`config.mk`:
```
export PLATFORM = sky130hd
export DESIGN_NAME = exc_entry_ctrl
export DESIGN_NICKNAME = d
export VERILOG_FILES = /design/src/pkg/exc_entry_pkg.sv /design/src/core/exc_entry_ctrl.sv /design/src/core/scratch_regs.sv
export SDC_FILE = /design/constraint.sdc
export NUM_CORES = 1
export LEC_CHECK = 0
export BUFFER_PORTS_ARGS = -buffer_cell sky130_fd_sc_hd__buf_2
export CAP_MARGIN = 20
export CORE_AREA = 2 2 218 220
export CTS_CLUSTER_SIZE = 14
export DETAILED_ROUTE_END_ITERATION = 8
export DIE_AREA = 0 0 220 222
export GPL_ROUTABILITY_DRIVEN = 0
export SETUP_SLACK_MARGIN = 0.05
export SKIP_CTS_REPAIR_TIMING = 1
export SYNTH_ARGS = -nofsm -noshare
export SYNTH_HDL_FRONTEND = slang
export SYNTH_HIERARCHICAL = 1
export SYNTH_SLANG_ARGS = --single-unit
```
`constraint.sdc`:
```
create_clock -name mclk -period 2.9 [get_ports mclk]
set_input_delay 0.29 -clock mclk [delete_from_list [all_inputs] [get_ports mclk]]
set_output_delay 0.29 -clock mclk [all_outputs]
set_load 0.01 [all_outputs]
```
`src/pkg/exc_entry_pkg.sv`:
```
// Constants, types and field layout for the exception entry control block.
// Assumes a 32-bit core with one core clock and an asynchronous reset.
// Function
// - Each enable mask bit gates the interrupt level with the same number.
// - After reset all interrupts stay disabled until enabled; other exceptions are still taken.
// - Interrupts are recognised only while the external enable bit is set.
// - Any write to the enable shortcut sets external enable and recoverable.
// - Entry saves the next instruction address into the saved return address.
// - Entry copies the old machine state into the saved machine state first.
// - Entry clears the external enable bit.
// - Entry clears the problem state bit, giving supervisor privilege.
// - Entry clears the recoverable bit.
// - After saving state, fetch is redirected to the exception vector.
// - Every new exception overwrites saved address and state unconditionally.
// - Only interrupts are masked by external enable; others always taken.
// - Some exception types also update fault address and fault cause.
// - Four scratch words are provided for handler software.
// - All controller interrupts share vector offset 0x00500 from the base.
// - Active level view is pending levels AND the level enable mask.
// - Any write to the recoverable-only register sets recoverable, enable 0.
// - Any write to the unrecoverable register clears the recoverable bit.
package exc_entry_pkg;
   localparam int XLEN = 32;
   localparam int NUM_LEVELS = 32;
   localparam int NUM_SCRATCH = 4;
   // Machine state bit positions
   localparam int MS_EXTEN_POS = 15;
   localparam int MS_PROB_POS = 14;
   localparam int MS_IP_POS = 6;
   localparam int MS_RECOV_POS = 1;
   // Reset values
   localparam logic [31:0] MS_RESET = 32'h0000_0000;
   localparam logic [31:0] MASK_RESET = 32'h0000_0000;
   localparam logic [31:0] WORD_RESET = 32'h0000_0000;
   // Vector addressing
   localparam logic [31:0] VEC_BASE_LOW = 32'h0000_0000;
   localparam logic [31:0] VEC_BASE_HIGH = 32'hfff0_0000;
   localparam logic [31:0] VEC_OFS_INTR = 32'h0000_0500;

   // Shortcut special register writes from the pipeline
   typedef struct packed {
      logic enableWr;     // Sets ext enable and recoverable
      logic recovOnlyWr;  // Sets recoverable, ext enable to zero
      logic unrecovWr;    // Clears recoverable
   } shortcut_t;

   // Non-interrupt exception request from the pipeline
   typedef struct packed {
      logic        valid;     // Exception taken this cycle
      logic [31:0] vecOfs;    // Vector offset of this exception
      logic        faultUpd;  // Updates fault address and cause
      logic [31:0] faultAddr;
      logic [31:0] faultCause;
   } exc_req_t;

   // Redirect to the fetch unit
   typedef struct packed {
      logic        valid;
      logic [31:0] target;
   } redirect_t;

   typedef enum logic [0:0] {
      EXC_NONE = 1'b0,
      EXC_INTR = 1'b1
   } exc_kind_t;
endpackage

```
`src/core/exc_entry_ctrl.sv`:
```
// Interrupt acceptance and exception entry context switch.
// Assumes the pipeline holds a valid next address and retires one
// instruction at most per cycle; the controller drives level requests.
`timescale 1ns/1ps
module exc_entry_ctrl
   import exc_entry_pkg::*;
(
   input wire logic mclk,                        // Core clock
   input wire logic arst_n,                      // Async reset, active low
   input wire logic [31:0] pendingLevels,        // Pending levels from ctrl
   input wire logic maskWr,                      // Level mask write strobe
   input wire logic [31:0] maskWrData,           // Level mask write data
   input wire exc_entry_pkg::shortcut_t shortcut, // Shortcut writes
   input wire logic msWr,                        // Full machine state write
   input wire logic [31:0] msWrData,             // Machine state write data
   input wire logic rfi,                         // Return from interrupt
   input wire logic [31:0] nextPc,               // Next instruction address
   input wire exc_entry_pkg::exc_req_t excReq,   // Other exception request
   input wire logic scrWr,                       // Scratch write strobe
   input wire logic [1:0] scrWrSel,              // Scratch write select
   input wire logic [31:0] scrWrData,            // Scratch write data
   input wire logic [1:0] scrRdSel,              // Scratch read select
   output logic [31:0] scrRdData,                // Scratch read data
   output logic [31:0] levelEnableMask,          // Level enable mask
   output logic [31:0] activeLevelView,          // Pending AND mask
   output logic [31:0] machineState,             // Machine state register
   output logic extIntEnable,                    // External enable bit
   output logic recoverable,                     // Recoverable bit
   output logic [31:0] savedReturnAddr,          // Saved return address
   output logic [31:0] savedMachineState,        // Saved machine state
   output logic [31:0] dataFaultAddr,            // Data fault address
   output logic [31:0] faultCause,               // Fault cause register
   output logic intTaken,                        // Interrupt entry pulse
   output exc_entry_pkg::redirect_t redirect     // Fetch redirect, registered
);
   logic [31:0] mask_q, mask_d;
   logic [31:0] ms_q, ms_d;
   logic [31:0] retPc_q, retPc_d;
   logic [31:0] savedMs_q, savedMs_d;
   logic [31:0] faultAddr_q, faultAddr_d;
   logic [31:0] cause_q, cause_d;
   redirect_t redir_q, redir_d;
   logic [31:0] active;
   logic intReq;
   logic enter;
   exc_kind_t kind;
   logic [31:0] vecBase;
   logic [31:0] vecOfs;

   // Active view and interrupt request; reset clears mask and enable
   assign active = pendingLevels & mask_q;
   assign intReq = ms_q[MS_EXTEN_POS] && (|active);

   // Other exceptions win over interrupts and ignore the enable bit
   always_comb begin
      kind = EXC_NONE;
      enter = 1'b0;
      vecOfs = VEC_OFS_INTR;
      if (excReq.valid) begin
         enter = 1'b1;
         vecOfs = excReq.vecOfs;
      end else if (intReq) begin
         enter = 1'b1;
         kind = EXC_INTR;
         vecOfs = VEC_OFS_INTR;
      end
   end

   // Vector base follows the base select bit of the machine state
   assign vecBase = ms_q[MS_IP_POS] ? VEC_BASE_HIGH : VEC_BASE_LOW;

   // Level enable mask
   always_comb begin
      mask_d = mask_q;
      if (maskWr) begin
         mask_d = maskWrData;
      end
   end

   // Machine state: entry takes priority over any software write
   // in the same cycle, since the instruction is not retired.
   always_comb begin
      ms_d = ms_q;
      if (enter) begin
         ms_d[MS_EXTEN_POS] = 1'b0;
         ms_d[MS_PROB_POS] = 1'b0;
         ms_d[MS_RECOV_POS] = 1'b0;
      end else if (rfi) begin
         ms_d = savedMs_q;
      end else if (msWr) begin
         ms_d = msWrData;
      end else if (shortcut.enableWr) begin
         ms_d[MS_EXTEN_POS] = 1'b1;
         ms_d[MS_RECOV_POS] = 1'b1;
      end else if (shortcut.recovOnlyWr) begin
         ms_d[MS_EXTEN_POS] = 1'b0;
         ms_d[MS_RECOV_POS] = 1'b1;
      end else if (shortcut.unrecovWr) begin
         ms_d[MS_RECOV_POS] = 1'b0;
      end
   end

   // Saved state: return address and machine state always overwritten by a new entry
   always_comb begin
      retPc_d = retPc_q;
      savedMs_d = savedMs_q;
      faultAddr_d = faultAddr_q;
      cause_d = cause_q;
      redir_d = '0;
      if (enter) begin
         retPc_d = nextPc;
         savedMs_d = ms_q;
         redir_d.valid = 1'b1;
         redir_d.target = vecBase | vecOfs;
         if (kind == EXC_NONE && excReq.faultUpd) begin
            faultAddr_d = excReq.faultAddr;
            cause_d = excReq.faultCause;
         end
      end
   end

   // State registers; reset leaves everything disabled
   always_ff @(posedge mclk or negedge arst_n) begin
      if (!arst_n) begin
         mask_q <= MASK_RESET;
         ms_q <= MS_RESET;
         retPc_q <= WORD_RESET;
         savedMs_q <= WORD_RESET;
         faultAddr_q <= WORD_RESET;
         cause_q <= WORD_RESET;
         redir_q <= '0;
      end else begin
         mask_q <= mask_d;
         ms_q <= ms_d;
         retPc_q <= retPc_d;
         savedMs_q <= savedMs_d;
         faultAddr_q <= faultAddr_d;
         cause_q <= cause_d;
         redir_q <= redir_d;
      end
   end

   // Scratch words for the handler
   scratch_regs u_scratch (
      .mclk(mclk),
      .arst_n(arst_n),
      .wrEn(scrWr),
      .wrSel(scrWrSel),
      .wrData(scrWrData),
      .rdSel(scrRdSel),
      .rdData(scrRdData)
   );

   assign levelEnableMask = mask_q;
   assign activeLevelView = active;
   assign machineState = ms_q;
   assign extIntEnable = ms_q[MS_EXTEN_POS];
   assign recoverable = ms_q[MS_RECOV_POS];
   assign savedReturnAddr = retPc_q;
   assign savedMachineState = savedMs_q;
   assign dataFaultAddr = faultAddr_q;
   assign faultCause = cause_q;
   assign intTaken = enter && (kind == EXC_INTR); // Combinational strobe
   assign redirect = redir_q;
endmodule // exc_entry_ctrl

```
`src/core/scratch_regs.sv`:
```
// Four scratch words for handler temporary storage.
// Assumes single-cycle writes from the special register move path.
`timescale 1ns/1ps
module scratch_regs
   import exc_entry_pkg::*;
(
   input wire logic mclk,                 // Core clock
   input wire logic arst_n,               // Async reset, active low
   input wire logic wrEn,                 // Write strobe
   input wire logic [1:0] wrSel,          // Word select
   input wire logic [31:0] wrData,        // Write data
   input wire logic [1:0] rdSel,          // Read select
   output logic [31:0] rdData             // Read data, registered
);
   logic [31:0] word_q [NUM_SCRATCH];
   logic [31:0] word_d [NUM_SCRATCH];
   logic [31:0] rdData_d;

   // Per-word next value
   genvar gi;
   generate
      for (gi = 0; gi < NUM_SCRATCH; gi++) begin : g_word
         always_comb begin
            word_d[gi] = word_q[gi];
            if (wrEn && wrSel == 2'(gi)) begin
               word_d[gi] = wrData;
            end
         end
         always_ff @(posedge mclk or negedge arst_n) begin
            if (!arst_n) begin
               word_q[gi] <= WORD_RESET;
            end else begin
               word_q[gi] <= word_d[gi];
            end
         end
      end
   endgenerate

   // Registered read port
   assign rdData_d = word_q[rdSel];
   always_ff @(posedge mclk or negedge arst_n) begin
      if (!arst_n) begin
         rdData <= WORD_RESET;
      end else begin
         rdData <= rdData_d;
      end
   end
endmodule // scratch_regs

```
# [Yosys cells after proc, flatten, opt, wreduce, memory -nomap -nowiden]
# Cells that the tools add are included.
[word_totals] ff_bits=385 input_bits=271
[classes] muxes=22 n_bitwise=5 n_reduce_logical=15 n_eq_ne=3 order_cmp=1
[ops] operator="$mux W32" n=5
[ops] operator="$bmux W32 S2" n=1
[ops] operator="$mux W33" n=1
[ops] operator="$and A32 B32 Y32" n=1
[ops] operator="$or A32 B32 Y32" n=1
[ops] operator="$reduce_or A32 Y1" n=1
[ops] operator="$mux W16" n=1
[ops] operator="$mux W13" n=1
[ops] operator="$mux W1" n=12
[ops] operator="$logic_and A1 B1 Y1" n=7
[ops] operator="$reduce_bool A6 Y1" n=1
[ops] operator="$reduce_bool A5 Y1" n=1
[ops] operator="$eq A2 B2 Y1 const B" n=2
[ops] operator="$reduce_and A2 Y1" n=2
[ops] operator="$ge A3 B3 Y1 const B" n=1
[ops] operator="$not A2 Y3" n=1
[ops] operator="$reduce_bool A3 Y1" n=1
[ops] operator="$eq A2 B1 Y1 const B" n=1
[ops] operator="$logic_not A2 Y1" n=1
[ops] operator="$mux W2" n=1
[ops] operator="$not A1 Y1" n=2
[ops] operator="$reduce_bool A2 Y1" n=1

# [Longest topological paths before layout]
# Gate-level depths: netlist of the first run.
[logic_depth] word_depth=8 depth_mapped=9 ltp_nobuf=7

# [Hierarchy]
# The synthesis of the first run kept the hierarchy.
[by_module_without_submodules] mod="exc_entry_ctrl" seq_area_each_um2=5630.4 instances=1 area_each_um2=8894.8 cells_each=615
[by_module_without_submodules] mod="scratch_regs" seq_area_each_um2=4003.8 instances=1 area_each_um2=6302.3 cells_each=343

# [Least setup slack after synthesis of the first run]
# OpenSTA, ideal clock, no wires.
[synth_timing] path_type="register -> register" start="reg mask_q[23] (netlist: levelEnableMask[23])" end="reg retPc_q[27] (netlist: savedReturnAddr[27])" setup_time_ps=125 path_slack_ps=582 stages_incl_launch_ff=10 synth_period_minus_slack_ps=2318 t_required_ps=2775 t_arrival_ps=2193 n_path_buf=2 cell_sequence="dfrtp_1 > a22oi_1 > nand3_1 > or4_1 > o21ai_2 > and2_4 > inv_2 > buf_6 > buf_6 > mux2_4"
[synth_via] elab_chain_len=5
[synth_lines] element="start: declaration" line_no="exc_entry_ctrl.sv:36" text="logic [31:0] mask_q, mask_d;"
[synth_lines] element="start signal: assignment" line_no="exc_entry_ctrl.sv:133" text="mask_q <= mask_d;"
[synth_lines] element="$and A32 B32 Y32" line_no="exc_entry_ctrl.sv:51" text="assign active = pendingLevels & mask_q;"
[synth_lines] element="$reduce_or A32 Y1" line_no="exc_entry_ctrl.sv:52" text="assign intReq = ms_q[MS_EXTEN_POS] && (|active);"
[synth_lines] element="$logic_and A1 B1 Y1" line_no="exc_entry_ctrl.sv:52"
[synth_lines] element="$mux W1" line_no="exc_entry_ctrl.sv:62" text="end else if (intReq) begin"
[synth_lines] element="$mux W1" line_no="exc_entry_ctrl.sv:59" text="if (excReq.valid) begin"
[synth_lines] element="end signal: assignment" line_no="exc_entry_ctrl.sv:135" text="retPc_q <= retPc_d;"
[synth_lines] element="end: declaration" line_no="exc_entry_ctrl.sv:38" text="logic [31:0] retPc_q, retPc_d;"
# No other way between the ends.
# A chain may end at the register's enable or synchronous reset.

# [Worst setup path in the final report of the first run]
[layout_timing] start="reg mask_q[23] (netlist: levelEnableMask[23])" end="out intTaken"
[layout_via] elab_chain_len=6 word_cells_on_any_way=7 cone_classes="mux: 3; bitwise: 1; reduce/logical: 3"
[layout_lines] element="$and A32 B32 Y32 (*)" line_no="exc_entry_ctrl.sv:51"
[layout_lines] element="$reduce_or A32 Y1 (*)" line_no="exc_entry_ctrl.sv:52"
[layout_lines] element="$logic_and A1 B1 Y1 (*)" line_no="exc_entry_ctrl.sv:52"
[layout_lines] element="$mux W1 (*)" line_no="exc_entry_ctrl.sv:62"
[layout_lines] element="$mux W1" line_no="exc_entry_ctrl.sv:59"
[layout_lines] element="$logic_and A1 B1 Y1 (*)" line_no="exc_entry_ctrl.sv:163" text="assign intTaken = enter && (kind == EXC_INTR);"
[layout_lines] element="end: declaration" line_no="exc_entry_ctrl.sv:33" text="output logic intTaken,"
# Every way passes the cells marked *; elsewhere a longest branch is shown, timed or not.

==> metrics, run 1 <==
IO buf count=562; CP max FO=10; WP data required=around 2.6 ns; largest family of logic cells by synthesized area=multiplexers; Initial DRC Count=around 720; Final min period=2.75 ns; DRC viols=0; initial antenna violation count=7; largest net degree at the start of global routing=between 90 and 100; Clk Tree Root Cell=clkbuf_16; Final Max Slew Viols=0; CTS Buf Count=43; Layout Cells excl Fill=2343; # rows=79; Worst Path Arrival=roughly 2.5 ns; Post-synth ARST share=100%; Pwr per Cell Area=between 700 and 800 nW/um2; Avg Cell Area, Syn=~16 um2; EDFF count, synth=0; mux contribution to synthesized area=a little over a quarter; worst min-delay path class=in2reg; area of the multi-input gates=5200 um2; initial core utilization=32.9%; gr usage total=a little under a fifth; hold slack=between 0.008 and 0.009 ns; TritonCTS clock tree=built; Top FF cell, synth=dfrtp_1; Yosys cell types=35; status=completed; vias per cell=4.74; top cells by area, synth=dfrtp_1, mux2_2, mux4_2; DR WL/cell=20.4 um; Mapped Cells=958; # setup viols final=0; Hold Vio Cnt, Final=0; count leader, synth=dfrtp_1; simple-gate share of the synthesized area=roughly 4.3%; fin nets=around 2k; Crit. End Element=output port; synthesis-to-finish area growth=44.5%; Tot Pwr=about 16 mW; fillcell total=slightly above 4k; Max Cap Viol=0; maximum VDD drop=0.409 mV; detailed placement HPWL=about 34 mm; Worst-Margin Slew=approximately 0.94 ns; f_max=0.364 GHz; RSZ-0062 raised after global routing=false; final worst-path cycle share=94.8%; skew final=roughly 0.024 ns; Syn Std Cell Area=15200 um2; startpoint types=flop; Post-Synth XOR/XNOR Area=0%; Syn Nets=1229; vias in the first global route=about 11k; leading area contributor after synthesis=dfrtp_1; GRT overflow=0; yosys warns=6; Die Area=48800 um2; FF+latch count, synth=between 300 and 400; die height=222 um; Worst-Skew Late Latency=around 0.55 ns; Seq/Total Area, Yosys=between 60% and 70%; Pre-Repair DR Iteration Count=5; Setup Crit Path Kind=reg2out; share of cells above drive strength 1=between 50% and 60%; Top Ports=563; vias=~11k; CTS Sinks=around 390; Commonest cells post-synth=dfrtp_1, mux2_2, nand2_1, mux4_2, o221a_2; die width=approximately 220 um; Reg clk slew, reported paths=approximately 0.060 ns; flip-flop and latch area=between 9000 and 10000 um2; r2r setup slk=0.24 ns; Compound-Gate Fraction of Synth Area=about 3.4%; dpl cells=approximately 2.1k; clk buf depth=3; CTS H-tree depth=2; final WL=about 48 mm; Worst slew margin=a little under two fifths; post-route ant nets=0; area share of the largest cell type after synthesis=a little under two thirds; Post-Synth Adder-Cell Area=0%; core area=46300 um2; Leakage=~10 nW; first-pass GRT wire length=67.2 mm
[metrics by stage]
step	TNS (ns)	worst slack [ns]	instance area [um2]	util, %
floorplan	0	0.582	15200	-
global placement	0	0.206	18800	40.6
detailed placement	0	0.145	18800	40.6
CTS	-0.317	-0.317	20200	43.7
global route	0	0.0604	22000	47.5
finish	0	0.151	22000	47.5
[cell type report]
type	count	area share (%)
sequential	385	43.9
multi-input combinational	485	23.7
timing repair buffer	760	22.0
clock buffer	56	5.44
tap	607	3.46
clock inverter	16	1.00
inverter	30	0.518
antenna	4	0.0456
[placed cells by master, fill, tap and decap left out, types with 8 or more instances in the layout]
| master | n |
|---|---|
| a22o_1 | 12 |
| buf_2 | 561 |
| mux4_2 | 32 |
| clkbuf_16 | 44 |
| dfrtp_1 | 385 |
| mux2_2 | 282 |
| clkinv_2 | 8 |
| nand2_1 | 33 |
| nor2_1 | 10 |
| o221a_2 | 29 |
| nand4b_1 | 25 |
| and2_1 | 24 |
| buf_4 | 23 |
| inv_1 | 28 |
| dlygate4sd3_1 | 167 |
[flip-flops by register name, summed over array words and instances (netlist names)]
name and flops:
dataFaultAddr 32, faultCause 32, levelEnableMask 32, machineState 32, redirect 33, savedMachineState 32, savedReturnAddr 32, u_scratch/rdData 32
u_scratch/word_q 128
[final timing paths]
path,start,to,cells past startpoint
worst max-delay path,levelEnableMask[23],intTaken,7
worst min-delay path,scrWrData[5],u_scratch/word_q[101],2
worst max register to register,levelEnableMask[23],savedReturnAddr[24],9
worst min register to register,u_scratch/word_q[101],u_scratch/word_q[101],1
max in group asynchronous,arst_n,u_scratch/word_q[126],3
min in group asynchronous,arst_n,redirect[3],2
[worst max-delay path: stages (launching register included)]
cell and delay, ns:
dfrtp_1 0.41, a22oi_2 0.18, nand3_2 0.15, or4_4 0.55
o21ai_4 0.21, buf_12 0.16, nor2_1 0.06, buf_2 0.16
[layer usage]
layer / vias to the layer above / GRT usage, % / part of all wire [%]
li1: 4965 / - / -
met1: 5651 / 21.4 / 39
met2: 385 / 30.4 / 50
met3: 104 / 5.84 / 7.4
met4: 4 / 8.25 / 4.0
met5: - / 0 / 0.029
[cells by family after synthesis]
logic type,count (synthesis)
compound gates,53
mux,322
flops,385
buf+inv,88
simple gates,110
[power breakdown]
part	total, mW	internal (mW)	switching (mW)
registers	6.89	6.33	0.558
logic	3.12	1.68	1.44
clock network	5.49	3.34	2.16
total	15.5	11.3	4.16
Note: power is estimated with default switching activity, not from simulation.
==> run 2, diff against run 1 <==
Settings changed: PLACE_DENSITY from default to 0.53.
==> metrics, run 2 (same netlist as run 1, synthesis figures left out) <==
DR WL/cell=21.1 um (+3.1%); vias per cell=4.68 (-1.3%); Largest register FFs=128 (unchanged); core area=46300 um2 (unchanged); Final Max Slew Viols=0 (unchanged); DRC viols=0 (unchanged); Max Cap Viol=0 (unchanged); synthesis-to-finish area growth=46.9%; largest net degree at the start of global routing=84 (-12%); Top Ports=563 (unchanged); Setup Crit Path Kind=reg2out; Leakage=10.5 nW (+1.5%); CTS Sinks=385 (unchanged); f_max=0.365 GHz (+0.30%); Hold Path End=machineState[29]; die width=220 um (unchanged); Die Area=48800 um2 (unchanged); Worst-Skew Late Latency=0.56 ns (about the same); detailed placement HPWL=36.4 mm (+6.8%); Clk Tree Root Cell=clkbuf_16; status=completed; Finished Cell Area=22300 um2 (+1.6%); Worst Path Arrival=2.45 ns (about the same); Crit. End Element=output port; Reg clk slew, reported paths=0.06 ns (about the same); commonest non-fill, non-tap cell in the layout=buf_2; share of cells above drive strength 1=58.1% (-0.52 points); startpoint types=flop; IO buf count=562 (unchanged); first-pass GRT wire length=69.5 mm (+3.4%); # setup viols final=0 (unchanged); hold slack=0.0120 ns (+0.00334 ns); # rows=79 (unchanged); CP max FO=5 (-5); dpl cells=2101 (+0.19%); maximum VDD drop=0.519 mV (+27%); Tot Pwr=15.7 mW (+0.98%); vias in the first global route=10.6k (-1.6%); initial antenna violation count=13 (+6); CTS H-tree depth=2 (unchanged); buffer and inverter count on the worst path=2 (unchanged); WP data required=2.61 ns (about the same); RR Startpoint=levelEnableMask[14]; largest stage delay on the critical path=0.56 ns (about the same); DP Area=18800 um2 (+0.15%); family with the most delay on the worst path=simple AND/OR/NAND/NOR gates; Worst slew margin=50.4% (+13 points); most frequent cells in the layout=buf_2, dfrtp_1, mux2_2; Initial DRC Count=586 (-18%); Hold Crit Start=msWrData[29]; worst hold path cell count=2 (unchanged); Worst-Margin Slew=0.744 ns (-0.198 ns); Final min period=2.74 ns (-0.00832 ns); CTS Buf Count=43 (unchanged); fin nets=2006 (+1.5%); Pwr per Cell Area=701 nW/um2 (-0.62%); clk buf depth=3 (unchanged); die height=222 um (unchanged); Placement Setup Slack=0.321 ns (+0.177 ns); final WL=50.2 mm (+4.9%); r2r setup slk=0.29 ns (+0.05 ns); FF-to-FF path depth=9 (unchanged); Hold Vio Cnt, Final=0 (unchanged); vias=11.2k (+0.38%); skew final=0.0219 ns (-0.00244 ns); critical path's slowest cell=or4_4; initial core utilization=32.9% (unchanged); worst min-delay path class=in2reg; Critical Path, Cell by Cell=a22oi_2 -> nand3_1 -> or4_4 -> o21ai_4 -> buf_8 -> nor2_1 -> buf_2; gr usage total=19.2% (+0.98 points); post-route ant nets=0 (unchanged); Layout Cells excl Fill=2384 (+1.7%); Pre-Repair DR Iteration Count=4 (-1); reg2reg end=savedReturnAddr[29]; final worst-path cycle share=94.5% (-0.29 points); worst setup margin=0.159 ns (+0.00832 ns); RSZ-0062 raised after global routing=false; TritonCTS clock tree=built; Reg with most FFs=u_scratch/word_q; GRT overflow=0 (unchanged)
## run 2: cell types whose count changed in the layout (fill, tap and decap cells not counted), sizes merged
cell / delta
clkinv: -6
inv: +1
clkinvlp: +2
buf: +7
diode: +5
clkbuf: +12
dlygate4sd3: +23
bufinv: -3
## run 2: stage by stage
stage / utilization (%) / setup TNS [ns]
3_3_place_gp: 40.7 / 0
5_1_grt: 48.3 / 0
4_1_cts: 43.9 / -0.0985
3_5_place_dp: 40.7 / 0
6_report: 48.3 / 0
2_1_floorplan: - / 0
## run 2: cell type report
class / instances / area [um2]
Tap cell: 607 / 759
Multi-Input combinational cell: 485 / 5200
Antenna cell: 9 / 22.5
Sequential cell: 385 / 9630
Clock inverter: 10 / 120
Timing Repair Buffer: 790 / 5110
Clock buffer: 68 / 1360
Fill cell: 4165 / 23900
Inverter: 30 / 113
## run 2: power by group
part / leakage, nW / switching, mW / internal [mW]
Combinational: 5.29 / 1.46 / 1.71
Sequential: 4.50 / 0.556 / 6.33
Clock: 0.728 / 2.21 / 3.40
Total: 10.5 / 4.23 / 11.4
## run 2: worst max path at each step
stage / from / to / slack (ns) / cells after the start
2_1_floorplan: levelEnableMask[23] / savedReturnAddr[27] / 0.58 / 9
3_3_place_gp: pendingLevels[23] / savedReturnAddr[30] / 0.34 / 9
3_5_place_dp: pendingLevels[23] / savedReturnAddr[29] / 0.32 / 9
4_1_cts: levelEnableMask[23] / intTaken / -0.1 / 7
5_1_grt: levelEnableMask[14] / intTaken / 0.06 / 7
6_report: levelEnableMask[14] / intTaken / 0.16 / 7
## run 2: routing by layer
metal	vias to the layer above	routed length, um	GRT usage, %
li1	5034	-	-
met1	5650	19600	22.2
met2	372	25600	32.7
met3	91	3400	6.06
met4	4	1620	8.23
met5	-	21	0
==> run 3, diff against run 2 <==
Settings changed: ABC_AREA from default to 1, CORE_AREA 2 2 218 220 to default, CORE_MARGIN from default to 2, CORE_UTILIZATION from default to 35, DIE_AREA 0 0 220 222 to default, PLACE_DENSITY 0.53 to 0.55.
==> metrics, run 3 <==
largest family of logic cells by synthesized area=simple AND/OR/NAND/NOR gates; core area=47400 um2 (+2.6%); EDFF count, synth=0 (unchanged); reg2reg end=savedMachineState[31]; initial antenna violation count=7 (-6); r2r setup slk=0.66 ns (+0.37 ns); CTS H-tree depth=2 (unchanged); commonest non-fill, non-tap cell in the layout=nand2_1; Leakage=12.9 nW (+22%); yosys warns=6 (unchanged); Hold Path End=u_scratch/word_q[10]; fin nets=2827 (+41%); Post-Synth XOR/XNOR Area=0% (unchanged); CTS Buf Count=43 (unchanged); Setup TNS=0 ns (unchanged); final worst-path cycle share=88.5% (-6.0 points); gr usage total=21.7% (+2.4 points); Combinational Power Share=19.8% (-0.4 points); WP data required=2.61 ns (about the same); IO buf count=562 (unchanged); area of the multi-input gates=5490 um2 (+5.5%); Post-synth ARST share=100% (unchanged); Clk network pwr share=36.9% (+1.1 points); cell mode on critical path=nand2_1; CP max FO=69 (+64); RR Startpoint=levelEnableMask[27]; # rows=80 (+1.3%); failing checks=hold timing; hold slack=-0.000536 ns (-0.0125 ns); share of cells above drive strength 1=29.7% (-28 points); Final min period=2.57 ns (-0.174 ns); Yosys cell types=24 (-31%); mux contribution to synthesized area=6.54% (-20 points); initial core utilization=35.2% (+2.3 points); vias in the first global route=13.8k (+31%); DRC viols=0 (unchanged); post-route ant nets=0 (unchanged); Avg Cell Area, Syn=8.96 um2 (-44%); family with the most delay on the worst path=simple AND/OR/NAND/NOR gates; Reg clk slew, reported paths=0.06 ns (about the same); Tot Pwr=15.3 mW (-2.4%); flip-flop and latch area=9630 um2 (unchanged); Mapped Cells=1863 (+94%); Largest register FFs=128 (unchanged); most frequent cells in the layout=nand2_1, buf_2, dfrtp_1; Worst Path Arrival=2.28 ns (-0.17 ns); Max Cap Viol=0 (unchanged); Clk Tree Root Cell=clkbuf_16; simple-gate share of the synthesized area=23.4% (+19 points); die height=222 um (+0.16%); clk buf depth=3 (unchanged); Pre-Repair DR Iteration Count=5 (+1); Worst-Margin Slew=0.957 ns (+0.214 ns); detailed placement HPWL=38.2 mm (+5.1%); DP Area=20000 um2 (+6.2%); die width=222 um (+1.1%); Setup Crit Path Kind=reg2out; Hold Crit Start=scrWrData[10]; GRT overflow=0 (unchanged); top cells by area, synth=dfrtp_1, nand2_1, mux2_2; Critical Path, Cell by Cell=nand2_1 -> nand2_1 -> nor2_1 -> nand2_1 -> nor2_1 -> nand2_1 -> nand2_2 -> buf_12 -> nor2_1 -> buf_2; final WL=57.2 mm (+14%); internal power=10.8 mW (-5.7%); Worst-Skew Late Latency=0.57 ns (about the same); FF+latch count, synth=385 (unchanged); largest stage delay on the critical path=0.41 ns (-0.15 ns); Syn Nets=2134 (+74%); worst min-delay path class=in2reg; Die Area=49400 um2 (+1.2%); sw frac=29.5% (+2.5 points); CP startpoint=levelEnableMask[27]; area share of the largest cell type after synthesis=57.7% (-5.7 points); fillcell total=4434 (+6.5%); first-pass GRT wire length=83.6 mm (+20%); Syn Std Cell Area=16700 um2 (+9.8%); largest net degree at the start of global routing=98 (+17%); f_max=0.390 GHz (+6.8%); Initial DRC Count=1046 (+78%); sw power=4.50 mW (+6.4%); Post-Synth Adder-Cell Area=0% (unchanged); met3 Use GR=3.70% (-2.4 points); count leader, synth=nand2_1; RSZ-0062 raised after global routing=false; DR WL/cell=17.8 um (-15%); Commonest cells post-synth=nand2_1, dfrtp_1, inv_1, nand3_1, nand4_1; TritonCTS clock tree=built; maximum VDD drop=0.373 mV (-28%); Finished Cell Area=23200 um2 (+3.7%); Top Ports=563 (unchanged); Seq/Total Area, Yosys=57.7% (-5.7 points); Final Max Slew Viols=0 (unchanged); Most Crowded Layer GR=met2; FF-to-FF path depth=10 (+1); CTS Sinks=385 (unchanged); skew final=0.0293 ns (+0.00738 ns); status=finished with violations; leading area contributor after synthesis=dfrtp_1; buffer and inverter count on the worst path=2 (unchanged); vias=15.1k (+36%); worst hold path cell count=3 (+1); critical path's slowest cell=dfrtp_1; # setup viols final=0 (unchanged); Crit. End Element=output port; vias per cell=4.71 (+0.77%); Pwr per Cell Area=660 nW/um2 (-5.9%); synthesis-to-finish area growth=38.7%; Compound-Gate Fraction of Synth Area=2.90% (-0.50 points); final core occ=48.8% (+0.54 points); Reg with most FFs=u_scratch/word_q; Top FF cell, synth=dfrtp_1; met2 usage=35.7% (+3.0 points); met1 Use GR=28.5% (+6.3 points); Worst slew margin=36.2% (-14 points); Reg power frac=43.3% (-0.7 points); Hold Vio Cnt, Final=1 (+1); startpoint types=flop
-- run 3: cell types whose count changed after synthesis, sizes merged, moves of 48 or more --
cell   before  now
nand3       4  134
nand4       5   97
inv        29  247
o21ai       2   92
mux2      288   96
buf        37   85
nand2      34  676
-- run 3: power by group through the flow --
stage / combinational [mW] / sequential [mW] / clock [mW]
CTS: 2.85 / 6.60 / 5.78
detailed placement: 2.84 / 6.69 / 0
floorplan: 1.25 / 6.88 / 0
global placement: 2.80 / 6.67 / 0
global route: 3.34 / 6.71 / 6.00
finish: 3.03 / 6.61 / 5.64
-- run 3: how the worst max path moves through the flow --
| stage | depth (start not counted) | endpoint |
|---|---|---|
| 2_1_floorplan | 12 | machineState[21] |
| 3_3_place_gp | 10 | savedMachineState[30] |
| 3_5_place_dp | 10 | savedMachineState[31] |
| 4_1_cts | 10 | intTaken |
| 5_1_grt | 10 | intTaken |
| 6_report | 10 | intTaken |
-- run 3: worst min-delay path: stages --
cell	delay, ns
buf_2	0.13
inv_1	0.05
o21ai_1	0.06
-- run 3: metal layers --
layer	up-vias	routed length, um
met5	-	38
met4	6	2220
met3	121	3060
met2	509	27500
met1	7248	24300
li1	7236	-
-- run 3: final cells by class --
type	count	area share, %
Multi-Input combinational cell	1114	23.7
Tap cell	615	3.32
Inverter	248	4.02
Timing Repair Buffer	764	21.0
Antenna cell	3	0.0324
Sequential cell	385	41.6
Clock inverter	18	0.962
Clock buffer	61	5.34
-- run 3: cells by family (layout without fill, tap and decap cells) --
| family | after synthesis | after routing |
|---|---|---|
| compound gates | 95 | 95 |
| mux | 97 | 97 |
| flops | 385 | 385 |
| other cells | 0 | 3 |
| buf+inv | 364 | 1091 |
| simple gates | 922 | 922 |
-- run 3: stage by stage --
step,setup slack (ns),std cells
CTS,0.263,3035
global placement,0.693,2956
detailed placement,0.636,2956
finish,0.333,3208
global route,0.124,3208
floorplan,1.39,1863
